### src/include/awe_pkg.sv
/*
  Package for the address window extender: widths, register offsets,
  reset values and the bus carrier structs.
  Assumes a single clock domain and a 32-bit classic Wishbone control bus.
*/
package awe_pkg;

  // ----------------------------------------------------------------------
  // Sizes
  // ----------------------------------------------------------------------
  localparam int DATA_W = 32;
  localparam int SEL_W = DATA_W / 8;
  localparam int WIN_ADDR_W = 28;
  localparam int WIN_SEL_W = 2;
  localparam int WIN_OFS_W = WIN_ADDR_W - WIN_SEL_W;
  localparam int WINDOW_COUNT = 1 << WIN_SEL_W;
  localparam int EXP_ADDR_W = 32;
  localparam int BURST_W = 4;
  localparam int BASE_REG_W = 64;
  localparam int CTRL_ADDR_W = 8;

  // ----------------------------------------------------------------------
  // Register layout and reset values
  // ----------------------------------------------------------------------
  localparam logic [CTRL_ADDR_W-1:0] BASE_STRIDE = 8'h08;
  localparam logic [CTRL_ADDR_W-1:0] BASE_LO_OFS = 8'h00;
  localparam logic [CTRL_ADDR_W-1:0] BASE_HI_OFS = 8'h04;
  localparam logic [CTRL_ADDR_W-1:0] STATUS_OFS = 8'h40;
  localparam logic [BASE_REG_W-1:0] DEFAULT_BASE = 64'h0000_0000_0000_0000;
  localparam logic [DATA_W-1:0] ZERO_WORD = 32'h0000_0000;
  localparam logic [BURST_W-1:0] ONE_BEAT = 4'h1;
  localparam logic [SEL_W-1:0] ALL_LANES = 4'hF;

  // ----------------------------------------------------------------------
  // Carriers
  // ----------------------------------------------------------------------
  typedef struct packed {
    logic read;
    logic write;
    logic [WIN_ADDR_W-1:0] addr;
    logic [SEL_W-1:0] byte_en;
    logic [BURST_W-1:0] burst;
    logic [DATA_W-1:0] wdata;
  } awe_win_req_t;

  typedef struct packed {
    logic read;
    logic write;
    logic [EXP_ADDR_W-1:0] addr;
    logic [SEL_W-1:0] byte_en;
    logic [BURST_W-1:0] burst;
    logic [DATA_W-1:0] wdata;
  } awe_exp_req_t;

  typedef struct packed {
    logic wait_req;
    logic rvalid;
    logic [DATA_W-1:0] rdata;
  } awe_rsp_t;

  typedef struct packed {
    logic cyc;
    logic stb;
    logic we;
    logic [CTRL_ADDR_W-1:0] adr;
    logic [SEL_W-1:0] sel;
    logic [DATA_W-1:0] dat;
  } awe_wb_req_t;

endpackage

### src/core/awe_base_regs.sv
/*
  Bank of 64-bit sub-window base registers behind a Wishbone slave.
  Assumes a classic Wishbone master that holds its request until ack.
*/
`timescale 1ns/1ps
module awe_base_regs #(
  parameter int COUNT = awe_pkg::WINDOW_COUNT,
  parameter bit CTRL_EN = 1'b1,
  parameter logic [awe_pkg::BASE_REG_W-1:0] RESET_BASE = awe_pkg::DEFAULT_BASE
) (
  input wire logic clk,
  input wire logic rst_b,
  input wire awe_pkg::awe_wb_req_t wb_req,
  input wire logic [awe_pkg::DATA_W-1:0] status_word,
  output logic [awe_pkg::DATA_W-1:0] wb_dat_o,
  output logic wb_ack_o,
  output logic [COUNT-1:0][awe_pkg::BASE_REG_W-1:0] base
);

  typedef struct packed {
    logic [COUNT-1:0][awe_pkg::BASE_REG_W-1:0] base;
    logic ack;
    logic [awe_pkg::DATA_W-1:0] dat;
  } awe_regs_state_t;

  awe_regs_state_t st;
  awe_regs_state_t next_st;

  // ----------------------------------------------------------------------
  // Decode and update
  // ----------------------------------------------------------------------
  // A request is acked one cycle after it appears; ack then drops for a
  // cycle so a held request is never taken twice.
  always_comb begin
    logic take;
    logic [awe_pkg::CTRL_ADDR_W-1:0] ofs;
    logic [awe_pkg::DATA_W-1:0] rd;
    take = 1'b0;
    ofs = '0;
    rd = awe_pkg::ZERO_WORD;
    next_st = st;
    take = wb_req.cyc && wb_req.stb && !st.ack;
    next_st.ack = take;
    if (wb_req.adr == awe_pkg::STATUS_OFS) begin
      rd = status_word;
    end
    for (int i = 0; i < COUNT; i++) begin
      ofs = awe_pkg::CTRL_ADDR_W'(i) * awe_pkg::BASE_STRIDE;
      if (wb_req.adr == ofs + awe_pkg::BASE_LO_OFS) begin
        rd = st.base[i][awe_pkg::DATA_W-1:0];
        if (take && wb_req.we && CTRL_EN) begin
          for (int b = 0; b < awe_pkg::SEL_W; b++) begin
            if (wb_req.sel[b]) begin
              next_st.base[i][b*8 +: 8] = wb_req.dat[b*8 +: 8];
            end
          end
        end
      end
      if (wb_req.adr == ofs + awe_pkg::BASE_HI_OFS) begin
        rd = st.base[i][awe_pkg::BASE_REG_W-1:awe_pkg::DATA_W];
        if (take && wb_req.we && CTRL_EN) begin
          for (int b = 0; b < awe_pkg::SEL_W; b++) begin
            if (wb_req.sel[b]) begin
              next_st.base[i][awe_pkg::DATA_W + b*8 +: 8] =
                wb_req.dat[b*8 +: 8];
            end
          end
        end
      end
    end
    // Unmapped addresses are acked and read as zero.
    next_st.dat = take ? rd : awe_pkg::ZERO_WORD;
  end

  // ----------------------------------------------------------------------
  // State register
  // ----------------------------------------------------------------------
  always_ff @(posedge clk or negedge rst_b) begin
    if (!rst_b) begin
      st.base <= {COUNT{RESET_BASE}};
      st.ack <= 1'b0;
      st.dat <= awe_pkg::ZERO_WORD;
    end else begin
      st <= next_st;
    end
  end

  assign wb_dat_o = st.dat;
  assign wb_ack_o = st.ack;
  assign base = st.base;

endmodule

### src/core/awe_remap.sv
/*
  Combinational address translation: the select bits pick a base and
  the offset bits pass through.
  Assumes bases are aligned to the sub-window span by software.
*/
`timescale 1ns/1ps
module awe_remap #(
  parameter int COUNT = awe_pkg::WINDOW_COUNT
) (
  input wire logic [awe_pkg::WIN_ADDR_W-1:0] win_addr,
  input wire logic [COUNT-1:0][awe_pkg::BASE_REG_W-1:0] base,
  output logic [awe_pkg::EXP_ADDR_W-1:0] exp_addr
);

  // ----------------------------------------------------------------------
  // Translation
  // ----------------------------------------------------------------------
  // Equal sub-windows stacked by index; base bits inside the span are
  // dropped, so a misaligned base cannot corrupt the offset.
  always_comb begin
    logic [awe_pkg::WIN_SEL_W-1:0] idx;
    logic [awe_pkg::EXP_ADDR_W-1:0] b;
    idx = win_addr[awe_pkg::WIN_ADDR_W-1:awe_pkg::WIN_OFS_W];
    b = base[idx][awe_pkg::EXP_ADDR_W-1:0];
    exp_addr = {b[awe_pkg::EXP_ADDR_W-1:awe_pkg::WIN_OFS_W],
                win_addr[awe_pkg::WIN_OFS_W-1:0]};
  end

endmodule

### src/core/awe_top.sv
/*
  Address window extender top: windowed slave port, Wishbone control
  port and expanded master port.
  Assumes one clock, an upstream master that holds requests while
  wait_req is high, and downstream slaves that use wait and rvalid.
*/
// The register addresses and the Wishbone slave port were decided locally.
// Operation
// - Windowed address bits 27:26 choose the sub-window base register.
// - Bits 25:0 pass through unchanged as the offset in the sub-window.
// - A written base maps later accesses of that sub-window to it.
// - Sub-windows are equal in size and stacked by ascending index.
// - With control disabled the default mapping is fixed, not writable.
// - Reads of any burst length force all byte enables; writes keep their own.
// - A 4-bit burst count carries bursts of up to 15 words.
// - The 32-bit expanded byte address spans 4 GB downstream.
// - Windowed and control ports face upstream; expanded port downstream.
// - One 64-bit base register per sub-window, eight bytes apart.
// - Stored base replaces upper bits before the downstream request.
`timescale 1ns/1ps
module awe_top #(
  parameter bit CTRL_EN = 1'b1,
  parameter logic [awe_pkg::BASE_REG_W-1:0] RESET_BASE = awe_pkg::DEFAULT_BASE
) (
  input wire logic clk,
  input wire logic rst_b,
  input wire awe_pkg::awe_win_req_t win_req,
  output awe_pkg::awe_rsp_t win_rsp,
  input wire awe_pkg::awe_wb_req_t wb_req,
  output logic [awe_pkg::DATA_W-1:0] wb_dat_o,
  output logic wb_ack_o,
  output awe_pkg::awe_exp_req_t exp_req,
  input wire awe_pkg::awe_rsp_t exp_rsp
);

  typedef struct packed {
    awe_pkg::awe_exp_req_t req;
    awe_pkg::awe_rsp_t rsp;
    logic busy;
  } awe_top_state_t;

  awe_top_state_t st;
  awe_top_state_t next_st;
  logic [awe_pkg::WINDOW_COUNT-1:0][awe_pkg::BASE_REG_W-1:0] base;
  logic [awe_pkg::EXP_ADDR_W-1:0] mapped;
  logic [awe_pkg::DATA_W-1:0] status_word;

  // ----------------------------------------------------------------------
  // Control registers
  // ----------------------------------------------------------------------
  // Status shows whether a downstream command is outstanding.
  assign status_word = {{(awe_pkg::DATA_W-1){1'b0}}, st.busy};

  awe_base_regs #(
    .COUNT(awe_pkg::WINDOW_COUNT),
    .CTRL_EN(CTRL_EN),
    .RESET_BASE(RESET_BASE)
  ) u_regs (
    .clk(clk),
    .rst_b(rst_b),
    .wb_req(wb_req),
    .status_word(status_word),
    .wb_dat_o(wb_dat_o),
    .wb_ack_o(wb_ack_o),
    .base(base)
  );

  awe_remap #(
    .COUNT(awe_pkg::WINDOW_COUNT)
  ) u_remap (
    .win_addr(win_req.addr),
    .base(base),
    .exp_addr(mapped)
  );

  // ----------------------------------------------------------------------
  // Command path
  // ----------------------------------------------------------------------
  // One registered stage: an upstream command is captured while idle and
  // held on the expanded port until downstream wait drops. Upstream sees
  // wait high until that happens, so the command is taken exactly once.
  // The extra cycle of latency buys flop-driven outputs on both sides.
  always_comb begin
    next_st = st;
    next_st.rsp.rvalid = exp_rsp.rvalid;
    next_st.rsp.rdata = exp_rsp.rdata;
    if (st.busy) begin
      if (!exp_rsp.wait_req) begin
        next_st.busy = 1'b0;
        next_st.req.read = 1'b0;
        next_st.req.write = 1'b0;
        next_st.rsp.wait_req = 1'b0;
      end
    end else if (st.rsp.wait_req && (win_req.read || win_req.write)) begin
      next_st.busy = 1'b1;
      next_st.req.read = win_req.read;
      next_st.req.write = win_req.write;
      next_st.req.addr = mapped;
      next_st.req.burst = win_req.burst;
      next_st.req.wdata = win_req.wdata;
      // Reads of any burst length go downstream as one command, all lanes on.
      if (awe_pkg::BURST_W > 1 && win_req.read) begin
        next_st.req.byte_en = awe_pkg::ALL_LANES;
      end else begin
        next_st.req.byte_en = win_req.byte_en;
      end
    end else begin
      // Wait idles high so no command is taken before it is captured.
      next_st.rsp.wait_req = 1'b1;
    end
  end

  always_ff @(posedge clk or negedge rst_b) begin
    if (!rst_b) begin
      st.req.read <= 1'b0;
      st.req.write <= 1'b0;
      st.req.addr <= '0;
      st.req.byte_en <= '0;
      st.req.burst <= awe_pkg::ONE_BEAT;
      st.req.wdata <= awe_pkg::ZERO_WORD;
      st.rsp.wait_req <= 1'b1;
      st.rsp.rvalid <= 1'b0;
      st.rsp.rdata <= awe_pkg::ZERO_WORD;
      st.busy <= 1'b0;
    end else begin
      st <= next_st;
    end
  end

  // Upstream windowed port and downstream expanded port.
  assign exp_req = st.req;
  assign win_rsp = st.rsp;

endmodule

### config.mk
export PLATFORM = sky130hd
export DESIGN_NAME = awe_top
export DESIGN_NICKNAME = d
export VERILOG_FILES = /design/src/include/awe_pkg.sv /design/src/core/awe_base_regs.sv /design/src/core/awe_remap.sv /design/src/core/awe_top.sv
export SDC_FILE = /design/constraint.sdc
export NUM_CORES = 1
export LEC_CHECK = 0
export BUFFER_PORTS_ARGS = -buffer_cell sky130_fd_sc_hd__buf_4
export CAP_MARGIN = 20
export CORE_UTILIZATION = 51
export DETAILED_ROUTE_END_ITERATION = 7
export GPL_TIMING_DRIVEN = 0
export HOLD_SLACK_MARGIN = 0.05
export PLACE_DENSITY = 0.76
export SYNTH_ARGS = -nofsm -noshare
export SYNTH_HDL_FRONTEND = slang
export SYNTH_SLANG_ARGS = --single-unit
export TNS_END_PERCENT = 50
### constraint.sdc
create_clock -name clk -period 1.9 [get_ports clk]
set_input_delay 0.285 -clock clk [delete_from_list [all_inputs] [get_ports clk]]
set_output_delay 0.285 -clock clk [all_outputs]
set_load 0.05 [all_outputs]
Yosys cells after proc, flatten, opt, wreduce, memory -nomap -nowiden
Index checks and enable logic that the tools add are counted.
{"block": "totals", "register_bits": 398}
{"block": "op_classes", "magnitude_cmp": 1, "n_eq_ne": 10, "mux": 22, "n_bitwise": 1, "n_reduce_logical": 43}
{"cell": "two-way mux 32 bit", "count": 10}
{"cell": "binary-select mux 64 bit (select 2 bit)", "count": 1}
{"cell": "AND reduction 3 bit", "count": 32}
{"cell": "two-way mux 74 bit", "count": 1}
{"cell": "== test 8 x 5 -> 1 bit, second input constant", "count": 4}
{"cell": "== test 8 x 4 -> 1 bit, second input constant", "count": 2}
{"cell": "== test 8 x 3 -> 1 bit, second input constant", "count": 1}
{"cell": "== test 8 x 7 -> 1 bit, second input constant", "count": 1}
{"cell": "logical NOT 8 bit", "count": 1}
{"cell": "two-way mux 1 bit", "count": 7}
{"cell": "AND reduction 2 bit", "count": 3}
{"cell": "logical AND 1 bit", "count": 4}
{"cell": "two-way mux 2 bit", "count": 2}
{"cell": "two-way mux 4 bit", "count": 1}
{"cell": "!= test 2 bit, second input constant", "count": 2}
{"cell": "less-than comparator 2 x 3 -> 1 bit, second input constant", "count": 1}
{"cell": "nonzero test 2 bit", "count": 1}
{"cell": "logical NOT 1 bit", "count": 1}
{"cell": "logical OR 1 bit", "count": 1}
{"cell": "NOT 1 bit", "count": 1}

Longest topological paths before layout
{"block": "depth", "depth_word": 11, "mapped_depth": 8}

Modules after synthesis
A second synthesis with hierarchy kept.
{"block": "unflattened", "hier_cells": 1492, "area_unflattened_um2": 19075.8}
{"mod": "awe_base_regs", "n_inst": 1, "cells_each": 1138, "area_each_um2": 14188.6, "seq_area_each_um2": 7231.9}
{"mod": "awe_top", "n_inst": 1, "cells_each": 321, "area_each_um2": 4545.6, "seq_area_each_um2": 2730.1}
{"mod": "awe_remap", "n_inst": 1, "cells_each": 33, "area_each_um2": 341.6, "seq_area_each_um2": 0.0}

Worst setup path before layout
Ideal clock, no wire load.
{"block": "synth_path", "kind": "register to register", "startpoint": "reg u_regs.st, in the netlist u_regs.wb_ack_o", "endpoint": "reg, netlist name u_regs.base[64]", "setup_ps": 125, "arrival_time_ps": 2141, "required_ps": 1775, "path_slack_ps": -366, "path_stages_with_launch": 7, "cell_sequence": "dfrtp_1 nand3b_4 inv_1 buf_2 nand3_2 nor4_4 mux2_2"}
{"block": "synth_between", "elab_chain_len": 4}
{"element": "from (decl)", "line_no": "awe_base_regs.sv:26", "text": "awe_regs_state_t st;"}
{"element": "from (signal assigned)", "line_no": "awe_base_regs.sv:84", "text": "st <= next_st;"}
{"element": "logical NOT 1 bit", "line_no": "awe_base_regs.sv:42", "text": "take = wb_req.cyc && wb_req.stb && !st.ack;"}
{"element": "logical AND 1 bit", "line_no": "awe_base_regs.sv:42"}
{"element": "logical AND 1 bit", "line_no": "awe_base_regs.sv:51", "text": "if (take && wb_req.we && CTRL_EN) begin"}
{"element": "AND reduction 3 bit (no source line)"}
Every way passes these cells.
A chain may end at the register's enable or synchronous reset.

Final worst setup path
{"block": "layout_path", "startpoint": "reg u_regs.st, in the netlist u_regs.wb_ack_o", "endpoint": "reg, netlist name u_regs.base[142]"}
{"block": "layout_between", "elab_chain_len": 4}
{"element": "logical NOT 1 bit", "line_no": "awe_base_regs.sv:42"}
{"element": "logical AND 1 bit", "line_no": "awe_base_regs.sv:42"}
{"element": "logical AND 1 bit", "line_no": "awe_base_regs.sv:51"}
{"element": "AND reduction 3 bit (no source line)"}
Every way passes these cells.

==> impl_results.md <==
* List of cells traversed by the critical path: nand3b_4, inv_8, nand3_4, nor4_4, buf_4, mux2_4
* TritonCTS clock tree: done
* Detailed placement HPWL at 33.91 mm
* RSZ-0062 raised after global routing: yes
* Congestion Overflow GR at 0
* Required arrival time at the worst endpoint at 2.32 ns
* Ratio of total power to cell area at 1060 mW/mm^2
* Cell at the slowest stage of the critical path: sky130_fd_sc_hd__dfrtp_2
* Maximum clock path buffer count at 3
* Skew-Pair Late Insertion Delay at 0.54 ns
* Fill cell instance count of the final layout at 2270
* Worst reg-to-reg setup slack at -0.09 ns
* Nets@finish at 1967
* Final worst setup slack at -0.08568 ns
* Pin count of the biggest net entering global routing at 121
* Maximum capacitance violations at 0
* Area enclosed by the die boundary at 0.03593 sq mm
* Most area-hungry cell type in the Yosys netlist: sky130_fd_sc_hd__dfrtp_1
* Kind of critical path: reg2reg
* Termination of the worst setup path: u_regs.base[142]
* Number of hold violations in the final report at 0
* Iteration-0 DRC Markers at 945
* Horiz. Die Dim at 189.5 microns
* Area fraction of the dominant cell type after synthesis at 55.25%
* Worst min-delay path class: in2reg
* Peak per-stage delay on the critical path at 0.39 ns
* Clock input transition at the sequential cells of the worst setup and hold paths at 0.06 ns
* Total setup violations reported at the end of the flow at 70
* Number of synthesized flops with an enable pin at 0
* Most common cell after layout, fill and taps aside: sky130_fd_sc_hd__buf_4
* Rel. slew slack at 44.45%
* Layout cell share with drive strength beyond 1 at 52.04%
* Combined buffer and inverter count along the critical path at 2
* Detailed-route wire length at 56.78 mm
* Predominant post-synthesis flop cell: sky130_fd_sc_hd__dfrtp_1
* Reg-to-reg critical path startpoint: u_regs.wb_ack_o
* Clock sink count at 398
* WL per Instance at 24.75 microns
* Placeable core region at 0.03454 sq mm
* Layout-stage area growth over the synthesis result at 35.82%
* Number of CTS-inserted buffers at 41
* Cells on worst reg2reg path at 6
* Number of vias after detailed routing at 13.39k
* First-pass iteration count of the detailed router at 6
* Total number of placement rows at 68
* Initial core utilization at 51.93%
* Floorplan die height at 189.5 microns
* Worst voltage drop across the vdd grid at 1255 uV
* Period Utilization, post-route at 104.5%
* Routed vias/inst at 5.835
* Max FO, Critical Path at 8
* Arrival time reported for the critical path endpoint at 2.40 ns
* Wire length of the first global-routing pass at 84.33 mm
* Synthesized area divided by synthesized cell count at 13.65 sq um
* Destination of the worst register-to-register timing path: u_regs.base[142]
* Total DRC errors in the routed layout at 0
* Violated checks: setup timing
* Antenna-violating nets left at 0
* Total number of H-tree levels at 2
* Status: complete, but fails checks
* Placer Congestion at 0.8906
* Part of the Yosys area used for sequential elements at 55.54%
* Synth warnings at 0
* Number of distinct library cells after synthesis at 42
* Startpoint type of the worst setup path: register
* Hold Slack at 0.06058 ns
* Synth area leaders: sky130_fd_sc_hd__dfrtp_1, sky130_fd_sc_hd__mux2_2, sky130_fd_sc_hd__buf_4
* Most frequent cells in the layout: sky130_fd_sc_hd__buf_4, sky130_fd_sc_hd__dfrtp_1, sky130_fd_sc_hd__mux2_2, sky130_fd_sc_hd__dlygate4sd3_1, sky130_fd_sc_hd__mux2_4
* Number of synthesized register bits at 398
* Post-route core utilization at 70.53%
* Initial antenna violation count at 1
* Instance count of the mapped netlist at 1314
* CP endpoint kind: register
* IO Pins at 294
* Worst setup startpoint: u_regs.wb_ack_o
* Ys async rst share at 100.0%
* Number of I/O port buffers at 289
* Post-route minimum period at 1.986 ns
* Total standard cell area after synthesis at 0.01794 sq mm
* Setup Skew at 0.01178 ns
* Overall Global Routing Usage at 31.25%
* Slew of the pin with the lowest slew margin at 0.8332 ns
* Total chip power at 25.83 mW
* Clock tree root buffer cell: sky130_fd_sc_hd__clkbuf_16
* Maximum clock frequency at 503.6 MHz
* Mapped Nets at 1467
* Critical path depth at 6
* Number of global-route vias before repair at 13.97k
* Category of cells accounting for the largest share of critical-path delay: simple AND/OR/NAND/NOR gates
* Reported leakage power at 11.57 nW
* Count of pins over their slew limit at 0
==> synth_stat cells, types with 19 or more instances <==
library cell and n:
sky130_fd_sc_hd__mux2i_1 25, sky130_fd_sc_hd__nand3_1 28, sky130_fd_sc_hd__nand2_1 32, sky130_fd_sc_hd__clkbuf_1 39, sky130_fd_sc_hd__a2bb2oi_1 31, sky130_fd_sc_hd__nor2b_1 23, sky130_fd_sc_hd__o21ai_0 49, sky130_fd_sc_hd__buf_2 26
sky130_fd_sc_hd__dfrtp_1 396, sky130_fd_sc_hd__a31oi_1 20, sky130_fd_sc_hd__mux2_2 336, sky130_fd_sc_hd__a21oi_1 19, sky130_fd_sc_hd__buf_4 108
==> where the power goes <==
group,total (mW),internal (mW),switching [mW]
registers,9.90,9.34,0.563
logic,8.38,3.44,4.94
clock network,7.55,4.33,3.22
==> how the worst min path moves through the flow <==
stage | start | end | slack (ns) | cells past startpoint
3_5_place_dp | rst_b | win_rsp[23] | 0.31 | 1
3_3_place_gp | exp_rsp[32] | win_rsp[32] | 0.39 | 1
5_1_grt | wb_req[7] | u_regs.base[167] | 0.06 | 2
2_1_floorplan | rst_b | exp_req[0] | -0.01 | 0
4_1_cts | wb_req[5] | u_regs.base[197] | 0.05 | 2
6_report | wb_req[7] | u_regs.base[167] | 0.06 | 2
==> metrics by stage <==
step / std cells / cell area [sq um] / TNS (ns) / worst slack (ns)
final: 2294 / 24360 / -2.050 / -0.08568
after global routing: 2293 / 24360 / -5.992 / -0.1352
after CTS: 2286 / 24080 / -1.414 / -0.06760
after detailed placement: 2061 / 20800 / -162.51 / -0.8682
after global placement: 2058 / 20710 / -1466.47 / -3.686
after floorplan: 1314 / 17970 / -7.092 / -0.1836
==> area by class of cell <==
type	instances	area [sq um]	area share, %
Sequential cell	398	9963	40.90
Multi-Input combinational cell	735	7274	29.86
Timing Repair Buffer	463	4151	17.04
Buffer	173	1175	4.823
Clock buffer	63	1169	4.797
Tap cell	455	569.3	2.337
Clock inverter	3	40.04	0.1643
Inverter	2	15.01	0.06163
Antenna cell	2	5.005	0.02054
==> flip-flops by register name (all words and copies together), names as in the netlist <==
signal           flops
u_regs.wb_dat_o     32
exp_req             74
win_rsp             34
u_regs.base        256
u_regs.wb_ack_o      1
st                   1
==> timing repair <==
action,in CTS,in global routing
gates cloned,0,1
setup endpoints to repair,353,311
hold endpoints to repair,354,0
pin swaps,26,19
resized for setup,99,61
hold buffers,126,0
buffers inserted,36,8
==> cells by family (layout without fill, tap and decap cells) <==
family	after synthesis	count (layout)	synth area share (%)
DFF	398	398	55.54
muxes	378	378	24.62
other	0	2	0
buffers and inverters	181	704	6.271
and+or+nand+nor	175	175	6.682
AOI/OAI and AO/OA	182	182	6.885
==> routing by layer <==
layer / GRT usage [%] / part of all wire [%]
met3: 6.383 / 7.7
met2: 52.59 / 49
met1: 39.08 / 38
met4: 13.62 / 4.4
met5: 0 / 0
Power figures use the tool's default switching activity.
